==> config.mk <==
export PLATFORM = sky130hd
export DESIGN_NAME = sswin_top
export DESIGN_NICKNAME = d
export VERILOG_FILES = /design/src/pkg/sswin_pkg.sv /design/src/logic/sswin_decode.sv /design/src/logic/sswin_top.sv
export SDC_FILE = /design/constraint.sdc
export NUM_CORES = 1
export LEC_CHECK = 0
export BUFFER_PORTS_ARGS = -buffer_cell sky130_fd_sc_hd__buf_2
export CAP_MARGIN = 15
export CELL_PAD_IN_SITES_DETAIL_PLACEMENT = 1
export CELL_PAD_IN_SITES_GLOBAL_PLACEMENT = 1
export CORE_MARGIN = 3
export CORE_UTILIZATION = 39
export CTS_CLUSTER_DIAMETER = 30
export DETAILED_ROUTE_END_ITERATION = 8
export PLACE_DENSITY_LB_ADDON = 0.1
export SETUP_SLACK_MARGIN = 0.05
export SYNTH_ARGS = -nofsm -noshare
export SYNTH_HDL_FRONTEND = slang
export SYNTH_SLANG_ARGS = --single-unit
==> constraint.sdc <==
create_clock -name clk_i -period 2.1 [get_ports clk_i]
set_clock_uncertainty 0.15 [all_clocks]
set_input_delay 0.21 -clock clk_i [delete_from_list [all_inputs] [get_ports clk_i]]
set_output_delay 0.21 -clock clk_i [all_outputs]
set_load 0.03 [all_outputs]
==> src/pkg/sswin_pkg.sv <==
// Constants for the secondary status and memory window register bank.
// Assumes a plain register port and a single 100 MHz clock domain.
// ==========================================================================
// Notes on behaviour
// - A target-abort-sent flag sets when the bridge target-aborts on the secondary bus and clears only on a write of 1.
// - The two-bit decode speed field is read-only and returns the medium code 01b.
// - The master parity fault flag sets only when mastering with parity response enabled and PERR# is driven on a read or seen on a write.
// - In PCI-X mode the flag also sets on an uncorrectable split completion data error or a split write data error report.
// - The master parity fault flag stays set until software writes 1 to it; writing 0 leaves it.
// - With parity error response disabled the master parity fault flag never sets.
// - The fast back-to-back capable bit is read-only and reads 1.
// - The 66 MHz capable bit is read-only and reads 1; bit 6 and bits 4 to 0 read 0.
// - The window base field is compared with address bits 31 to 20 as an inclusive lower bound.
// - An upstream memory access inside the window goes to the secondary bus only with memory space enable set.
// - A secondary memory access outside the window goes upstream only with bus master enable set.
// - The window base register resets to zero and its low four bits read 0.
// - The window limit field is compared with address bits 31 to 20 as an exclusive upper bound.
package sswin_pkg;

  localparam int unsigned ADDR_W = 8;
  localparam int unsigned DATA_W = 16;

  // ========================================================================
  // Register offsets
  localparam logic [7:0] OFF_SEC_STATUS   = 8'h1e;
  localparam logic [7:0] OFF_WINDOW_BASE  = 8'h20;
  localparam logic [7:0] OFF_WINDOW_LIMIT = 8'h22;
  localparam logic [7:0] OFF_CONTROL      = 8'h04;
  localparam logic [7:0] OFF_IRQ_MASK     = 8'h40;

  // ========================================================================
  // Status field positions
  localparam int unsigned BIT_TAS   = 11;
  localparam int unsigned BIT_SPD_H = 10;
  localparam int unsigned BIT_SPD_L = 9;
  localparam int unsigned BIT_MPF   = 8;
  localparam int unsigned BIT_B2B   = 7;
  localparam int unsigned BIT_FAST  = 5;

  localparam logic [1:0] DECODE_SPEED_MEDIUM = 2'h1;

  // Control register bits
  localparam int unsigned CTL_MEM_EN   = 1;
  localparam int unsigned CTL_MAST_EN  = 2;
  localparam int unsigned CTL_PERR_EN  = 3;

  // Interrupt mask bits, same positions as the status flags
  localparam logic [15:0] IRQ_SRC_MASK = 16'h0900;

  // Window field
  localparam int unsigned WIN_HI = 15;
  localparam int unsigned WIN_LO = 4;

  // ========================================================================
  // Reset values
  localparam logic [15:0] RST_WINDOW_BASE  = 16'h0000;
  localparam logic [15:0] RST_WINDOW_LIMIT = 16'h0000;
  localparam logic [15:0] RST_CONTROL      = 16'h0000;
  localparam logic [15:0] RST_IRQ_MASK     = 16'h0000;

endpackage

==> src/logic/sswin_decode.sv <==
// Window decode for the memory base and limit pair.
// Assumes base and limit come straight from registers; fully combinational.
`timescale 1ns/1ps
module sswin_decode
  import sswin_pkg::*;
(
  input  wire logic [11:0] base_i,
  input  wire logic [11:0] limit_i,
  input  wire logic [31:0] addr_i,
  output logic             inside_o
);

  wire logic above_base;
  wire logic below_limit;

  assign above_base  = addr_i[31:20] >= base_i;
  assign below_limit = addr_i[31:20] <  limit_i;
  assign inside_o    = above_base && below_limit;

endmodule

==> src/logic/sswin_top.sv <==
// Secondary status flags, memory window registers and forwarding decisions.
// Assumes synchronous register port, strobes one cycle long, never both at once.
//
// Chosen here: strobed register access.
`timescale 1ns/1ps
module sswin_top
  import sswin_pkg::*;
(
  input  wire logic              clk_i,
  input  wire logic              rst_n_i,
  // Register port
  input  wire logic [ADDR_W-1:0] addr_i,
  input  wire logic [DATA_W-1:0] wdata_i,
  input  wire logic              wr_i,
  input  wire logic              rd_i,
  output logic      [DATA_W-1:0] rdata_o,
  // Secondary bus events
  input  wire logic              target_abort_sent_i,
  input  wire logic              is_master_i,
  input  wire logic              perr_driven_read_i,
  input  wire logic              perr_seen_write_i,
  input  wire logic              pcix_mode_i,
  input  wire logic              split_data_err_i,
  input  wire logic              split_write_err_i,
  // Upstream link memory request
  input  wire logic              up_req_i,
  input  wire logic [31:0]       up_addr_i,
  output logic                   up_fwd_o,
  // Secondary bus memory request
  input  wire logic              sec_req_i,
  input  wire logic [31:0]       sec_addr_i,
  output logic                   sec_fwd_o,
  // Interrupt
  output logic                   irq_o
);

  // ========================================================================
  // Register state
  logic [15:0] window_base_reg;
  logic [15:0] window_limit_reg;
  logic [15:0] control_reg;
  logic [15:0] irq_mask_reg;
  logic        tas_flag_reg;
  logic        mpf_flag_reg;
  logic [15:0] rdata_reg;
  logic        up_fwd_reg;
  logic        sec_fwd_reg;
  logic        irq_reg;

  // ========================================================================
  // Address decode
  wire logic hit_status;
  wire logic hit_base;
  wire logic hit_limit;
  wire logic hit_control;
  wire logic hit_mask;

  assign hit_status  = addr_i == OFF_SEC_STATUS;
  assign hit_base    = addr_i == OFF_WINDOW_BASE;
  assign hit_limit   = addr_i == OFF_WINDOW_LIMIT;
  assign hit_control = addr_i == OFF_CONTROL;
  assign hit_mask    = addr_i == OFF_IRQ_MASK;

  wire logic wr_status;
  wire logic wr_base;
  wire logic wr_limit;
  wire logic wr_control;
  wire logic wr_mask;

  assign wr_status  = wr_i && hit_status;
  assign wr_base    = wr_i && hit_base;
  assign wr_limit   = wr_i && hit_limit;
  assign wr_control = wr_i && hit_control;
  assign wr_mask    = wr_i && hit_mask;

  // ========================================================================
  // Control bits
  wire logic mem_en;
  wire logic mast_en;
  wire logic perr_en;

  assign mem_en  = control_reg[CTL_MEM_EN];
  assign mast_en = control_reg[CTL_MAST_EN];
  assign perr_en = control_reg[CTL_PERR_EN];

  // ========================================================================
  // Status events
  wire logic mpf_classic;
  wire logic mpf_pcix;
  wire logic mpf_set;
  wire logic tas_clr;
  wire logic mpf_clr;

  assign mpf_classic = is_master_i && (perr_driven_read_i || perr_seen_write_i);
  assign mpf_pcix    = pcix_mode_i && (split_data_err_i || split_write_err_i);
  assign mpf_set     = perr_en && (mpf_classic || mpf_pcix);
  assign tas_clr     = wr_status && wdata_i[BIT_TAS];
  assign mpf_clr     = wr_status && wdata_i[BIT_MPF];

  // Set beats clear so an event in the clearing cycle is kept
  wire logic tas_next;
  wire logic mpf_next;

  assign tas_next = target_abort_sent_i || (tas_flag_reg && !tas_clr);
  assign mpf_next = mpf_set || (mpf_flag_reg && !mpf_clr);

  // ========================================================================
  // Status word
  wire logic [15:0] status_word;

  assign status_word = {4'h0,
                        tas_flag_reg,
                        DECODE_SPEED_MEDIUM,
                        mpf_flag_reg,
                        1'b1,
                        1'b0,
                        1'b1,
                        5'h00};

  // ========================================================================
  // Read mux; unmapped offsets read zero
  wire logic [15:0] rd_mux;

  assign rd_mux = hit_status  ? status_word      :
                  hit_base    ? window_base_reg  :
                  hit_limit   ? window_limit_reg :
                  hit_control ? control_reg      :
                  hit_mask    ? irq_mask_reg     : 16'h0000;

  wire logic [15:0] rdata_next;

  assign rdata_next = rd_i ? rd_mux : 16'h0000;

  // ========================================================================
  // Window decode, shared by both directions
  wire logic up_inside;
  wire logic sec_inside;

  sswin_decode u_up_dec (
    .base_i   (window_base_reg[WIN_HI:WIN_LO]),
    .limit_i  (window_limit_reg[WIN_HI:WIN_LO]),
    .addr_i   (up_addr_i),
    .inside_o (up_inside)
  );

  sswin_decode u_sec_dec (
    .base_i   (window_base_reg[WIN_HI:WIN_LO]),
    .limit_i  (window_limit_reg[WIN_HI:WIN_LO]),
    .addr_i   (sec_addr_i),
    .inside_o (sec_inside)
  );

  wire logic up_fwd_next;
  wire logic sec_fwd_next;

  assign up_fwd_next  = up_req_i && up_inside && mem_en;
  assign sec_fwd_next = sec_req_i && !sec_inside && mast_en;

  // ========================================================================
  // Interrupt
  wire logic [15:0] irq_pending;
  wire logic        irq_next;

  assign irq_pending = {4'h0, tas_next, 2'h0, mpf_next, 8'h00} & irq_mask_reg & IRQ_SRC_MASK;
  assign irq_next    = |irq_pending;

  // ========================================================================
  // Writable registers; low nibble of window registers is held at zero
  always_ff @(posedge clk_i or negedge rst_n_i) begin
    if (!rst_n_i) begin
      window_base_reg  <= RST_WINDOW_BASE;
      window_limit_reg <= RST_WINDOW_LIMIT;
    end else begin
      if (wr_base) begin
        window_base_reg <= {wdata_i[WIN_HI:WIN_LO], 4'h0};
      end
      if (wr_limit) begin
        window_limit_reg <= {wdata_i[WIN_HI:WIN_LO], 4'h0};
      end
    end
  end

  always_ff @(posedge clk_i or negedge rst_n_i) begin
    if (!rst_n_i) begin
      control_reg  <= RST_CONTROL;
      irq_mask_reg <= RST_IRQ_MASK;
    end else begin
      if (wr_control) begin
        control_reg <= wdata_i;
      end
      if (wr_mask) begin
        irq_mask_reg <= wdata_i & IRQ_SRC_MASK;
      end
    end
  end

  always_ff @(posedge clk_i or negedge rst_n_i) begin
    if (!rst_n_i) begin
      tas_flag_reg <= 1'b0;
      mpf_flag_reg <= 1'b0;
    end else begin
      tas_flag_reg <= tas_next;
      mpf_flag_reg <= mpf_next;
    end
  end

  always_ff @(posedge clk_i or negedge rst_n_i) begin
    if (!rst_n_i) begin
      rdata_reg   <= 16'h0000;
      up_fwd_reg  <= 1'b0;
      sec_fwd_reg <= 1'b0;
      irq_reg     <= 1'b0;
    end else begin
      rdata_reg   <= rdata_next;
      up_fwd_reg  <= up_fwd_next;
      sec_fwd_reg <= sec_fwd_next;
      irq_reg     <= irq_next;
    end
  end

  assign rdata_o   = rdata_reg;
  assign up_fwd_o  = up_fwd_reg;
  assign sec_fwd_o = sec_fwd_reg;
  assign irq_o     = irq_reg;

  // ========================================================================
  // Checks
  a_tas_sticky: assert property (@(posedge clk_i) disable iff (!rst_n_i)
    $past(tas_flag_reg) && !$past(tas_clr) |-> tas_flag_reg)
    else $error("target abort flag dropped without clear");

  a_tas_capture: assert property (@(posedge clk_i) disable iff (!rst_n_i)
    target_abort_sent_i |=> tas_flag_reg)
    else $error("target abort event not recorded");

  a_speed_code: assert property (@(posedge clk_i) disable iff (!rst_n_i)
    rd_i && hit_status |=> rdata_o[BIT_SPD_H:BIT_SPD_L] == 2'h1)
    else $error("decode speed code wrong");

  a_mpf_cause: assert property (@(posedge clk_i) disable iff (!rst_n_i)
    $rose(mpf_flag_reg) |-> $past(perr_en) && ($past(mpf_classic) || $past(mpf_pcix)))
    else $error("parity flag set without cause");

  a_mpf_pcix: assert property (@(posedge clk_i) disable iff (!rst_n_i)
    perr_en && pcix_mode_i && split_data_err_i |=> mpf_flag_reg)
    else $error("split completion error not recorded");

  a_mpf_hold: assert property (@(posedge clk_i) disable iff (!rst_n_i)
    mpf_flag_reg && !mpf_clr |=> mpf_flag_reg)
    else $error("parity flag dropped without clear");

  a_mpf_gate: assert property (@(posedge clk_i) disable iff (!rst_n_i)
    !perr_en && !mpf_flag_reg |=> !mpf_flag_reg)
    else $error("parity flag set while response disabled");

  a_status_const: assert property (@(posedge clk_i) disable iff (!rst_n_i)
    rd_i && hit_status |=> rdata_o[BIT_B2B] && rdata_o[BIT_FAST] && rdata_o[6:0] == 7'h20)
    else $error("fixed status bits wrong");

  a_base_low: assert property (@(posedge clk_i) disable iff (!rst_n_i)
    rd_i && hit_base |=> rdata_o[3:0] == 4'h0)
    else $error("base reserved bits nonzero");

  a_up_forward: assert property (@(posedge clk_i) disable iff (!rst_n_i)
    up_fwd_o |-> $past(mem_en) && $past(up_req_i)
      && $past(up_addr_i[31:20]) >= $past(window_base_reg[15:4])
      && $past(up_addr_i[31:20]) < $past(window_limit_reg[15:4]))
    else $error("upstream forward outside window or disabled");

  a_sec_forward: assert property (@(posedge clk_i) disable iff (!rst_n_i)
    sec_req_i && mast_en && sec_addr_i[31:20] < window_base_reg[15:4] |=> sec_fwd_o)
    else $error("secondary forward missing below base");

  a_irq_level: assert property (@(posedge clk_i) disable iff (!rst_n_i)
    irq_mask_reg[BIT_TAS] && tas_flag_reg && !tas_clr |=> irq_o)
    else $error("interrupt not raised for masked-in flag");

  a_up_inside: assert property (@(posedge clk_i) disable iff (!rst_n_i)
    up_req_i && mem_en && up_addr_i[31:20] >= window_base_reg[15:4]
      && up_addr_i[31:20] < window_limit_reg[15:4] |=> up_fwd_o)
    else $error("upstream access inside window not forwarded");

  a_up_below: assert property (@(posedge clk_i) disable iff (!rst_n_i)
    up_req_i && up_addr_i[31:20] < window_base_reg[15:4] |=> !up_fwd_o)
    else $error("upstream access below base forwarded");

  a_up_above: assert property (@(posedge clk_i) disable iff (!rst_n_i)
    up_req_i && up_addr_i[31:20] >= window_limit_reg[15:4] |=> !up_fwd_o)
    else $error("upstream access at or above limit forwarded");

  a_up_gate: assert property (@(posedge clk_i) disable iff (!rst_n_i)
    !mem_en |=> !up_fwd_o)
    else $error("upstream forward with memory space disabled");

  a_sec_gate: assert property (@(posedge clk_i) disable iff (!rst_n_i)
    !mast_en |=> !sec_fwd_o)
    else $error("secondary forward with bus master disabled");

  a_sec_inside: assert property (@(posedge clk_i) disable iff (!rst_n_i)
    sec_req_i && sec_addr_i[31:20] >= window_base_reg[15:4]
      && sec_addr_i[31:20] < window_limit_reg[15:4] |=> !sec_fwd_o)
    else $error("secondary access inside window forwarded");

  a_sec_above: assert property (@(posedge clk_i) disable iff (!rst_n_i)
    sec_req_i && mast_en && sec_addr_i[31:20] >= window_limit_reg[15:4] |=> sec_fwd_o)
    else $error("secondary forward missing above limit");

  a_fwd_idle: assert property (@(posedge clk_i) disable iff (!rst_n_i)
    !up_req_i && !sec_req_i |=> !up_fwd_o && !sec_fwd_o)
    else $error("forward raised without a request");

  a_mpf_read: assert property (@(posedge clk_i) disable iff (!rst_n_i)
    perr_en && is_master_i && perr_driven_read_i |=> mpf_flag_reg)
    else $error("read parity error not recorded");

  a_mpf_write: assert property (@(posedge clk_i) disable iff (!rst_n_i)
    perr_en && is_master_i && perr_seen_write_i |=> mpf_flag_reg)
    else $error("write parity error not recorded");

  a_mpf_splitwr: assert property (@(posedge clk_i) disable iff (!rst_n_i)
    perr_en && pcix_mode_i && split_write_err_i |=> mpf_flag_reg)
    else $error("split write error not recorded");

  a_mpf_clear: assert property (@(posedge clk_i) disable iff (!rst_n_i)
    wr_i && hit_status && wdata_i[BIT_MPF] && !mpf_set |=> !mpf_flag_reg)
    else $error("parity flag not cleared by write of one");

  a_tas_clear: assert property (@(posedge clk_i) disable iff (!rst_n_i)
    wr_i && hit_status && wdata_i[BIT_TAS] && !target_abort_sent_i |=> !tas_flag_reg)
    else $error("target abort flag not cleared by write of one");

  a_reserved_zero: assert property (@(posedge clk_i) disable iff (!rst_n_i)
    rd_i && hit_status |=> !rdata_o[6] && rdata_o[4:0] == 5'h00)
    else $error("reserved status bits nonzero");

  a_rdata_idle: assert property (@(posedge clk_i) disable iff (!rst_n_i)
    !rd_i |=> rdata_o == 16'h0000)
    else $error("read data stood beyond its cycle");

  a_irq_mpf: assert property (@(posedge clk_i) disable iff (!rst_n_i)
    irq_mask_reg[BIT_MPF] && mpf_flag_reg && !mpf_clr |=> irq_o)
    else $error("interrupt not raised for parity flag");

  a_irq_quiet: assert property (@(posedge clk_i) disable iff (!rst_n_i)
    irq_mask_reg == 16'h0000 |=> !irq_o)
    else $error("interrupt raised while fully masked");

endmodule

## Word-level counts from Yosys, hierarchy flattened

Cells that the tools add are included.

| cells by class | value |
|---|---|
| order comparisons | 4 |
| bitwise logic cells | 1 |
| eq/ne operators | 5 |
| reductions and logical operators | 27 |
| mux-type cells | 6 |

Operators by type and width:

| cell | number |
|---|---|
| 16-bit two-way mux | 5 |
| 12-bit >= comparator | 2 |
| 12-bit less-than comparator | 2 |
| 1-bit logical AND | 18 |
| 8-bit by 6-bit == test with 1-bit output (second input constant) | 2 |
| 12-bit bitwise AND | 1 |
| 12-bit two-way mux | 1 |
| 8-bit by 3-bit == test with 1-bit output (second input constant) | 1 |
| 8-bit by 5-bit == test with 1-bit output (second input constant) | 1 |
| 8-bit by 7-bit == test with 1-bit output (second input constant) | 1 |
| 1-bit logical OR | 5 |
| 1-bit logical NOT | 3 |
| 2-bit OR reduction | 1 |

| word-level totals | value |
|---|---|
| register bits after elaboration | 63 |
| output and inout port bits | 19 |
| bits of input ports | 101 |
| logic and storage cells | 53 |

## Logic depth before layout (Yosys ltp)

Gate-level depths: netlist of run 1.

| depth | value |
|---|---|
| depth after elaboration | 8 |
| gate-level depth with buffers | 7 |
| gate-level depth less buffers | 7 |

## Modules after synthesis

A second synthesis of run 1 with hierarchy kept.

| second synthesis, totals | value |
|---|---|
| cells, all modules | 351 |
| area total of the unflattened synthesis | 3831.2 um^2 |

By module, submodules not included:

| module | cells an instance | instances | area an instance (um^2) |
|---|---|---|---|
| sswin_top | 194 | 1 | 2687.6 |
| sswin_decode (u_up_dec) | 78 | 1 | 575.6 |
| sswin_decode (u_sec_dec) | 79 | 1 | 568.0 |

## Least setup slack after synthesis of run 1

OpenSTA, ideal clock, no wires.

| timing path | value |
|---|---|
| kind | in2reg |
| start | input port addr_i[1] |
| end | register control_reg[10] |
| arrival time | 1.634 ns |
| slack | 0.191 ns |
| stages on the path | 6 |
| setup time | 0.125 ns |
| buffers on the path | 2 |
| cell sequence | buf_2 or4_4 nor2_8 nand2_4 buf_6 mux2_4 |

| on the way | value |
|---|---|
| cells in the longest elaborated chain, start to end | 2 |

RTL lines:

| what | line | source |
|---|---|---|
| start: declaration | sswin_top.sv:12 | `input wire logic [ADDR_W-1:0] addr_i,` |
| 8-bit by 3-bit == test with 1-bit output | sswin_top.sv:61 | `assign hit_control = addr_i == OFF_CONTROL;` |
| 1-bit logical AND | sswin_top.sv:73 | `assign wr_control = wr_i && hit_control;` |
| end signal: assignment | sswin_top.sv:189 | `control_reg <= wdata_i;` |
| end: declaration | sswin_top.sv:41 | `logic [15:0] control_reg;` |

No other way between the ends.
A chain may end at the register's enable or synchronous reset.

## Final worst setup path of run 1

| timing path | value |
|---|---|
| start | register window_base_reg[4] |
| end | register up_fwd_reg (netlist: up_fwd_o) |

| on the way | value |
|---|---|
| cells in the longest elaborated chain, start to end | 4 |

RTL lines:

| what | line | source |
|---|---|---|
| start: declaration | sswin_top.sv:39 | `logic [15:0] window_base_reg;` |
| start signal: assignment | sswin_top.sv:175 | `window_base_reg <= {wdata_i[WIN_HI:WIN_LO], 4'h0};` |
| 12-bit >= comparator | sswin_decode.sv:16 | `assign above_base = addr_i[31:20] >= base_i;` |
| 1-bit logical AND | sswin_decode.sv:18 | `assign inside_o = above_base && below_limit;` |
| 1-bit logical AND (2 in a row) | sswin_top.sv:156 | `assign up_fwd_next = up_req_i && up_inside && mem_en;` |
| named net up_fwd_next | sswin_top.sv:153 | `wire logic up_fwd_next;` |
| end signal: assignment | sswin_top.sv:215 | `up_fwd_reg <= up_fwd_next;` |
| end: declaration | sswin_top.sv:46 | `logic up_fwd_reg;` |

The timed path passes the listed nets, and every way through them passes these cells.

==> results of run 1 <==
==> final cells by class <==
type	count	share of cell area, %
Tap cell	108	2.829
Clock inverter	6	1.939
Timing Repair Buffer	115	15.09
Multi-Input combinational cell	249	42.28
Clock buffer	10	2.882
Sequential cell	63	33.01
Inverter	25	1.965
==> per-stage QoR <==
step	hold slack (ns)	std cells	power [mW]	area, um^2
after detailed placement	0.1113	542	1.775	4324
after global routing	0.01154	576	3.136	4776
after global placement	0.09993	542	1.755	4324
final	0.009430	576	2.982	4776
after CTS	0.0009101	574	3.002	4713
after floorplan	-0.2356	344	1.558	3682
==> worst max-delay path by stage <==
| stage | startpoint | to | slack (ns) | cells after the start |
|---|---|---|---|---|
| floorplan | addr_i[1] | control_reg[10]$_DFFE_PN0P_ | 0.19 | 6 |
| global placement | window_base_reg[4]$_DFFE_PN0P_ | up_fwd_o$_DFF_PN0_ | 0.03 | 7 |
| detailed placement | window_base_reg[4]$_DFFE_PN0P_ | up_fwd_o$_DFF_PN0_ | 0.04 | 7 |
| CTS | window_base_reg[11]$_DFFE_PN0P_ | up_fwd_o$_DFF_PN0_ | 0.05 | 7 |
| global route | window_base_reg[4]$_DFFE_PN0P_ | up_fwd_o$_DFF_PN0_ | 0.02 | 7 |
| finish | window_base_reg[4]$_DFFE_PN0P_ | up_fwd_o$_DFF_PN0_ | 0.12 | 7 |
==> logic make-up after synthesis <==
family | count (synthesis) | synth area share, %
adders and majority gates | 46 | 15.63
DFF | 63 | 42.81
AOI/OAI and AO/OA | 74 | 12.37
muxes | 41 | 13.22
buffers and inverters | 32 | 3.534
and+or+nand+nor | 88 | 12.44
==> power by group <==
part           leakage (nW)  internal, mW  total [mW]  switching [mW]
Clock                 0.109         0.706        1.20           0.490
Combinational          1.58         0.228       0.483           0.254
Sequential            0.815          1.27        1.30          0.0338
==> synthesized netlist by cell type, types with 4 or more instances <==
master,number
sky130_fd_sc_hd__mux2i_1,10
sky130_fd_sc_hd__inv_1,25
sky130_fd_sc_hd__mux2_2,18
sky130_fd_sc_hd__o21ai_0,18
sky130_fd_sc_hd__mux2_4,10
sky130_fd_sc_hd__and2_1,8
sky130_fd_sc_hd__nor2_1,24
sky130_fd_sc_hd__a21o_1,8
sky130_fd_sc_hd__nand3_1,4
sky130_fd_sc_hd__a21oi_1,24
sky130_fd_sc_hd__nand4_1,9
sky130_fd_sc_hd__o22ai_1,4
sky130_fd_sc_hd__a211oi_1,6
sky130_fd_sc_hd__dfrtp_1,63
sky130_fd_sc_hd__ha_1,46
sky130_fd_sc_hd__nand2_1,24
==> cells in the final DEF (no fill, tap or decap), types with 3 or more instances in the layout <==
master	count
sky130_fd_sc_hd__inv_1	25
sky130_fd_sc_hd__buf_2	79
sky130_fd_sc_hd__dfrtp_1	63
sky130_fd_sc_hd__o22ai_1	4
sky130_fd_sc_hd__mux2_4	10
sky130_fd_sc_hd__buf_4	18
sky130_fd_sc_hd__nand4_1	9
sky130_fd_sc_hd__a211o_1	3
sky130_fd_sc_hd__mux2i_1	10
sky130_fd_sc_hd__clkbuf_8	10
sky130_fd_sc_hd__o21ai_0	17
sky130_fd_sc_hd__mux2_1	3
sky130_fd_sc_hd__and2_1	8
sky130_fd_sc_hd__nand2b_1	3
sky130_fd_sc_hd__ha_1	46
sky130_fd_sc_hd__dlygate4sd3_1	17
sky130_fd_sc_hd__mux2_2	18
sky130_fd_sc_hd__nor2b_1	3
sky130_fd_sc_hd__a21o_1	8
sky130_fd_sc_hd__nand3_1	4
sky130_fd_sc_hd__a21oi_1	24
sky130_fd_sc_hd__nor2_1	24
sky130_fd_sc_hd__nand2_1	24
sky130_fd_sc_hd__a211oi_1	4
==> layer usage <==
metal	global-route usage (%)	vias up	part of all wire (%)	routed length, um
li1	-	1478	-	-
met2	32.91	57	51	5014
met5	0	-	0	0
met4	4.183	0	0.70	69
met1	25.22	1454	45	4447
met3	3.957	8	3.2	316
==> worst reg2reg max path, cell delays in order, from the launching register on <==
cell	delay, ns
sky130_fd_sc_hd__dfrtp_1	0.41
sky130_fd_sc_hd__ha_1	0.28
sky130_fd_sc_hd__nand2b_1	0.09
sky130_fd_sc_hd__nand3_1	0.08
sky130_fd_sc_hd__a211o_1	0.29
sky130_fd_sc_hd__a21o_1	0.20
sky130_fd_sc_hd__a2111oi_4	0.27
sky130_fd_sc_hd__buf_4	0.15
==> repair_timing <==
action | CTS | global route
pin swaps | 0 | 2
cloned | 0 | 0
setup buffers | 1 | 0
hold buffers | 15 | 2
gates resized for setup | 2 | 7
hold endpoints to repair | 92 | 2
setup endpoints to repair | 2 | 2
==> summary.md, run 1 <==
| Metric | Value |
|---|---|
| Data required time at the worst endpoint | 2.23 ns |
| Dominant synthesized flop cell | sky130_fd_sc_hd__dfrtp_1 |
| Yosys top cell by area | sky130_fd_sc_hd__dfrtp_1 |
| Vias per inst | 5.203 |
| Mean instance size in the synthesized netlist | 10.70 um^2 |
| Number of CTS-inserted buffers | 9 |
| Final setup slack of the worst path | 0.1235 ns |
| Final core utilization | between 50% and 60% |
| Top cell family by delay on the critical path | compound AO/OA/AOI/OAI gates |
| Number of enable flip-flop cells after synthesis | 0 |
| Maximum number of pins on one net before global-route repair | 64 |
| Type of the setup path with the least slack | reg2reg |
| Final estimated routing congestion in global placement | roughly 0.75 |
| Fin crit period | 1.976 ns |
| Worst min-delay path startpoint | wdata_i[9] |
| Total setup violations reported at the end of the flow | 0 |
| Insertion delay to the later sink of the worst-skew pair | 0.34 ns |
| Starting density of the core | 41.22% |
| Wire length per cell | 17.10 um |
| Total power divided by cell area | 624.3 nW/um^2 |
| Wire length of the first global-routing pass | 15,460 um |
| Number of nets in the layout | 610 |
| Max FO, Critical Path | 3 |
| Data arrival time at the worst-slack endpoint | 2.10 ns |
| Vertical extent of the die | between 100 and 150 um |
| Clk Tree Root Cell | sky130_fd_sc_hd__clkbuf_8 |
| I/O pin total | 120 |
| Horiz. Die Dim | 103.2 um |
| List of cells traversed by the critical path | ha_1, nand2b_1, nand3_1, a211o_1, a21o_1, a2111oi_4, buf_4 |
| FP Rows | 34 |
| Final ANT Viol Nets | 0 |
| Port Buf Inserts | 79 |
| Area Overhead vs Synth | 29.70% |
| Number of synthesis warnings | 0 |
| Number of global-route vias before repair | between 3,000 and 4,000 |
| Congestion Overflow GR | 0 |
| Crit share post-route | around 94% |
| Total of max-cap violations | 0 |
| Floorplan core area | 8934 um^2 |
| Worst hold path type | in2reg |
| Run status | finished, final reports clean |
| Cells on worst reg2reg path | 7 |
| Post-synthesis cell count | 344 |
| Total number of vias | about 3,000 |
| Fraction of layout instances using a drive strength above 1 | 32.69% |
| Half-perimeter wire length after detailed placement | slightly below 8000 um |
| Netlist area before placement | between 3000 and 4000 um^2 |
| Area of the multi-input gates | 2019 um^2 |
| Final max-slew violation count | 0 |
| Number of inserted diodes | 0 |
| Flip-flop and latch count after synthesis | between 60 and 70 |
| Initial antenna violation count | 0 |
| Depth of the CTS H-tree | 3 |
| Worst R2R Setup Slack | 0.12 ns |
| Critical path endpoint category | register |
| Worst hold stages | 3 |
| Filler cell count | 1,007 |
| Launch instance of the worst register-to-register path | window_base_reg[4]$_DFFE_PN0P_ |
| Tightest Pin Transition | 0.4638 ns |
| Pre-CTS setup slack | 0.04262 ns |
| Number of sinks handled by clock tree synthesis | 63 |
| Final hold violation count | 0 |
| CP startpoint kind | register |
| Cell with the largest stage delay on the worst path | sky130_fd_sc_hd__dfrtp_1 |
| Number of remaining DRC errors | 0 |
| Cells taking the most area after synthesis | sky130_fd_sc_hd__dfrtp_1 43%, sky130_fd_sc_hd__ha_1 16%, sky130_fd_sc_hd__mux2_2 5.5%, sky130_fd_sc_hd__mux2_4 4.1%, sky130_fd_sc_hd__a21oi_1 3.3% |
| RSZ-0062 raised after global routing | true |
| Slew headroom | 68.80% |
| Synth top area share | approximately 43% |
| Buffer depth of the longest clock path | 2 |
| Maximum ir drop on the vdd rail | a little over 0.0004 V |
| Total nets after synthesis | 491 |
| Total area of sequential cells | 1577 um^2 |
| Leak Pwr | 2.502 nW |
| End of the worst register-to-register path | up_fwd_o$_DFF_PN0_ |
| Proportion of register bits with asynchronous set or reset after synthesis | 100.0% |
| DRT Pass-1 Iters | 4 |
| Number of buffer and inverter instances along the worst setup path | 1 |
| Post-synth cell types | 45 |
| Final routed wirelength across all metal layers | just under 10,000 um |
| End point of the worst hold path | window_limit_reg[9]$_DFFE_PN0P_ |
| Full die area | 10,640 um^2 |
| Highest clock frequency the design can meet | 505.9 MHz |
| Detailed router's first-iteration violation count | 45 |
| CTS tree | built |
| Sequential-to-total area share from yosys stat | a little over two fifths |
| Critical Path Max Stage Delay | 0.41 ns |
| Clock edge transition at the registers on the reported setup and hold paths | roughly 0.07 ns |
| Overall fraction of global-route tracks in use | 19.23% |
| Post-route setup TNS | 0 ns |
(Power assumes the default switching activity.)
==> inputs of run 2 (changes only) <==
--- a/config.mk
+++ b/config.mk
@@ -5,12 +5,13 @@
 export SDC_FILE = /design/constraint.sdc
 export NUM_CORES = 1
 export LEC_CHECK = 0
+export ABC_AREA = 1
 export BUFFER_PORTS_ARGS = -buffer_cell sky130_fd_sc_hd__buf_2
 export CAP_MARGIN = 15
 export CELL_PAD_IN_SITES_DETAIL_PLACEMENT = 1
 export CELL_PAD_IN_SITES_GLOBAL_PLACEMENT = 1
 export CORE_MARGIN = 3
-export CORE_UTILIZATION = 39
+export CORE_UTILIZATION = 38
 export CTS_CLUSTER_DIAMETER = 30
 export DETAILED_ROUTE_END_ITERATION = 8
 export PLACE_DENSITY_LB_ADDON = 0.1
==> run 2 against run 1 <==
Critical path depth grew 4. Hold slack gained 0.0058 ns. Largest power group unchanged. Synthesized cell count rose by 47%. Final cell count increased by 29%. Flip-flop and latch count stayed put. Power is 5.5% lower. Synthesized area up 11%. Sequential power about the same. Fmax up 14%. Clock power decreased by 12%.
==> summary.md, run 2 <==
| Metric | Value |
|---|---|
| Run status | finished, final reports clean |
| Number of buffer and inverter instances along the worst setup path | 1 |
| Number of global-route vias before repair | 3,686 |
| Most frequent cell after synthesis | sky130_fd_sc_hd__nand2_1 |
| Highest clock frequency the design can meet | ~580 MHz |
| Number of remaining DRC errors | 0 |
| Fraction of power consumed by combinational cells | ~17% |
| Final max-slew violation count | 0 |
| Proportion of register bits with asynchronous set or reset after synthesis | 100.0% |
| Post-synthesis cell count | 504 |
| Cells taking the most area after synthesis | sky130_fd_sc_hd__dfrtp_1 38%, sky130_fd_sc_hd__ha_1 14%, sky130_fd_sc_hd__nand2_1 13%, sky130_fd_sc_hd__inv_1 7.1%, sky130_fd_sc_hd__o21ai_2 6.4% |
| CTS tree | built |
| Post-route setup TNS | 0 ns |
| Max FO, Critical Path | 3 |
| Number of enable flip-flop cells after synthesis | 0 |
| Final setup slack of the worst path | 0.3686 ns |
| Full die area | about 12,000 um^2 |
| Synth top area share | about 38% |
| Post-cts repair resize count | 0 |
| Insertion delay to the later sink of the worst-skew pair | between 0.3 and 0.4 ns |
| Total setup violations reported at the end of the flow | 0 |
| Detailed router's first-iteration violation count | 123 |
| Fin crit period | 1.731 ns |
| Type of the setup path with the least slack | reg2reg |
| Total nets after synthesis | 651 |
| Flip-flop and latch count after synthesis | 63 |
| Horiz. Die Dim | approximately 110 um |
| Post-synthesis compound-gate area fraction | 13.49% |
| Tightest Pin Transition | around 0.42 ns |
| Vertical extent of the die | between 100 and 150 um |
| Starting density of the core | 39.35% |
| Overall fraction of global-route tracks in use | 20.15% |
| Crit share post-route | 82.45% |
| Data required time at the worst endpoint | 2.24 ns |
| Data arrival time at the worst-slack endpoint | around 1.9 ns |
| Multiplexer area fraction after synthesis | 0% |
| RSZ-0062 raised after global routing | false |
| Total of max-cap violations | 0 |
| Netlist area before placement | ~4100 um^2 |
| Worst Hold Margin | ~0.015 ns |
| Slew headroom | a little under three quarters |
| Final ANT Viol Nets | 0 |
| Main combinational cell family by area after synthesis | simple AND/OR/NAND/NOR gates |
| Sequential-to-total area share from yosys stat | 38.46% |
| Congestion Overflow GR | 0 |
| Most common cell type on the critical path | sky130_fd_sc_hd__nand2_1 |
| Floorplan core area | 10,420 um^2 |
| Wire length per cell | 15.36 um |
| Number of inserted diodes | 0 |
| Worst hold path type | in2reg |
| I/O pin total | 120 |
| Area Overhead vs Synth | 20.24% |
| Mean instance size in the synthesized netlist | 8.133 um^2 |
| Most common cell after layout, fill and taps aside | sky130_fd_sc_hd__nand2_1 |
| Leak Pwr | roughly 2.6 nW |
| Power share of the clock group | between 30% and 40% |
| Top cells by count, synth | 141 x sky130_fd_sc_hd__nand2_1, 77 x sky130_fd_sc_hd__inv_1, 63 x sky130_fd_sc_hd__dfrtp_1 |
| Critical Path Max Stage Delay | 0.41 ns |
| Number of nets in the layout | 749 |
| Yosys top cell by area | sky130_fd_sc_hd__dfrtp_1 |
| Number of sinks handled by clock tree synthesis | 63 |
| Switching power of the nets | 0.8172 mW |
| Maximum ir drop on the vdd rail | 0.0003817 V |
| Dominant synthesized flop cell | sky130_fd_sc_hd__dfrtp_1 |
| Half-perimeter wire length after detailed placement | 9106 um |
| Sum of internal, switching and leakage power | 2.816 mW |
| Final hold violation count | 0 |
| Cell with the largest stage delay on the worst path | sky130_fd_sc_hd__dfrtp_1 |
| Critical path endpoint category | register |
| Number of synthesis warnings | 0 |
| Final estimated routing congestion in global placement | slightly above 0.8 |
| Maximum number of pins on one net before global-route repair | 64 |
| Initial antenna violation count | 0 |
| Total power divided by cell area | ~570 nW/um^2 |
| Synthesized-area fraction occupied by adder cells | 14.04% |
| Post-synth cell types | 32 |
| Depth of the CTS H-tree | 3 |
| Highest-count cells in the layout ignoring fill and taps | 141 x sky130_fd_sc_hd__nand2_1, 79 x sky130_fd_sc_hd__buf_2, 77 x sky130_fd_sc_hd__inv_1, 63 x sky130_fd_sc_hd__dfrtp_1, 46 x sky130_fd_sc_hd__ha_1 |
| Clk Tree Root Cell | sky130_fd_sc_hd__clkbuf_8 |
| Share of the synthesized netlist area taken by xor and xnor gates | 0% |
| List of cells traversed by the critical path | inv_1, ha_1, nand2_1, nand2_1, nand2_1, nand2_1, nand2_1, nand3_1, nor2_1, nand2_1, nor2_1 |
| CP startpoint kind | register |
| Register share of total power | 45.9% |
| Total number of vias | 3,579 |
| Top cell family by delay on the critical path | simple AND/OR/NAND/NOR gates |
| FP Rows | 37 |
| Number of CTS-inserted buffers | 9 |
| Final routed wirelength across all metal layers | 11,420 um |
| Buffer depth of the longest clock path | 2 |
| Clock edge transition at the registers on the reported setup and hold paths | 0.07 ns |
| Cell internal power dissipation | 1.999 mW |
| Fraction of layout instances using a drive strength above 1 | between 20 and 30% |
| Wire length of the first global-routing pass | 18,180 um |
| Switching fraction of total power | 29.02% |
| Filler cell count | around 1,300 |
| Pre-CTS setup slack | 0.3222 ns |
| Port Buf Inserts | 79 |
| Vias per inst | 4.817 |
| Synthesized-area fraction occupied by and/or/nand/nor cells | 23.75% |
| DRT Pass-1 Iters | 4 |
==> run 2: changes by cell type in the layout (fill, tap and decap cells not counted), sizes merged, moves of 7 or more <==
cell	before	now
mux2	31	0
a21o	8	0
o21ai	19	49
nand2	25	160
nand3	4	18
mux2i	10	0
dlygate4sd3	17	10
buf	98	86
inv	26	85
and2	8	1
==> run 2: per-stage QoR <==
stage / cells / util (%) / instance area (um^2)
2_1_floorplan: 504 / - / 4099
3_3_place_gp: 717 / 44.53 / 4638
3_5_place_dp: 717 / 44.53 / 4638
4_1_cts: 743 / 47.32 / 4928
5_1_grt: 743 / 47.32 / 4928
6_report: 743 / 47.32 / 4928
==> run 2: worst paths after layout <==
path	cells after the start	to	slack, ns	startpoint
worst max-delay path	11	up_fwd_o$_DFF_PN0_	0.37	window_limit_reg[9]$_DFFE_PN0P_
worst max register to register	11	up_fwd_o$_DFF_PN0_	0.37	window_limit_reg[9]$_DFFE_PN0P_
min in group asynchronous	3	rdata_o[1]$_DFF_PN0_	0.23	rst_n_i
worst min-delay path	3	window_base_reg[6]$_DFFE_PN0P_	0.02	wdata_i[6]
max in group asynchronous	3	rdata_o[13]$_DFF_PN0_	1.26	rst_n_i
worst min register to register	2	control_reg[0]$_DFFE_PN0P_	0.34	control_reg[0]$_DFFE_PN0P_
==> run 2: power by group through the flow <==
stage | sequential [mW] | clock, mW | combinational [mW]
2_1_floorplan | 1.32 | 0 | 0.267
3_3_place_gp | 1.31 | 0 | 0.439
3_5_place_dp | 1.32 | 0 | 0.470
4_1_cts | 1.29 | 1.08 | 0.486
5_1_grt | 1.30 | 1.13 | 0.547
6_report | 1.29 | 1.05 | 0.475
==> run 2: worst register-to-register path: cells and delay by family, from the launching register on <==
kind / cells / cell delay, ns
flip-flops: 1 / 0.41
buffers and inverters: 1 / 0.14
AND/OR/NAND/NOR: 9 / 0.70
adder cells (fa/ha/maj): 1 / 0.27
==> run 2: cell families after synthesis <==
group           count (synthesis)
fa+ha+maj                      46
compound gates                 81
flops                          63
simple gates                  219
buf+inv                        95
==> run 2: what timing repair did <==
action                                 in CTS  in global routing
hold buffers                               10                  0
endpoints found under the hold margin      76                  0
setup buffers                               0                  0
==> run 2: final cells by class <==
type / count / area, um^2 / share of cell area (%)
clock buffers: 11 / 131.4 / 2.666
clock inverters: 5 / 58.81 / 1.193
inverters: 86 / 329.1 / 6.677
multi-input cells: 346 / 2102 / 42.65
flip-flops and latches: 63 / 1577 / 31.99
well taps: 136 / 170.2 / 3.453
repair buffers: 96 / 560.5 / 11.37
==> run 2: per-layer routing <==
layer / wire length [um] / part of all wire, % / GRT usage [%]
met5: 0 / 0 / 0
met4: 231 / 2.0 / 7.836
met3: 377 / 3.3 / 3.112
met2: 5436 / 48 / 33.54
met1: 5370 / 47 / 26.22
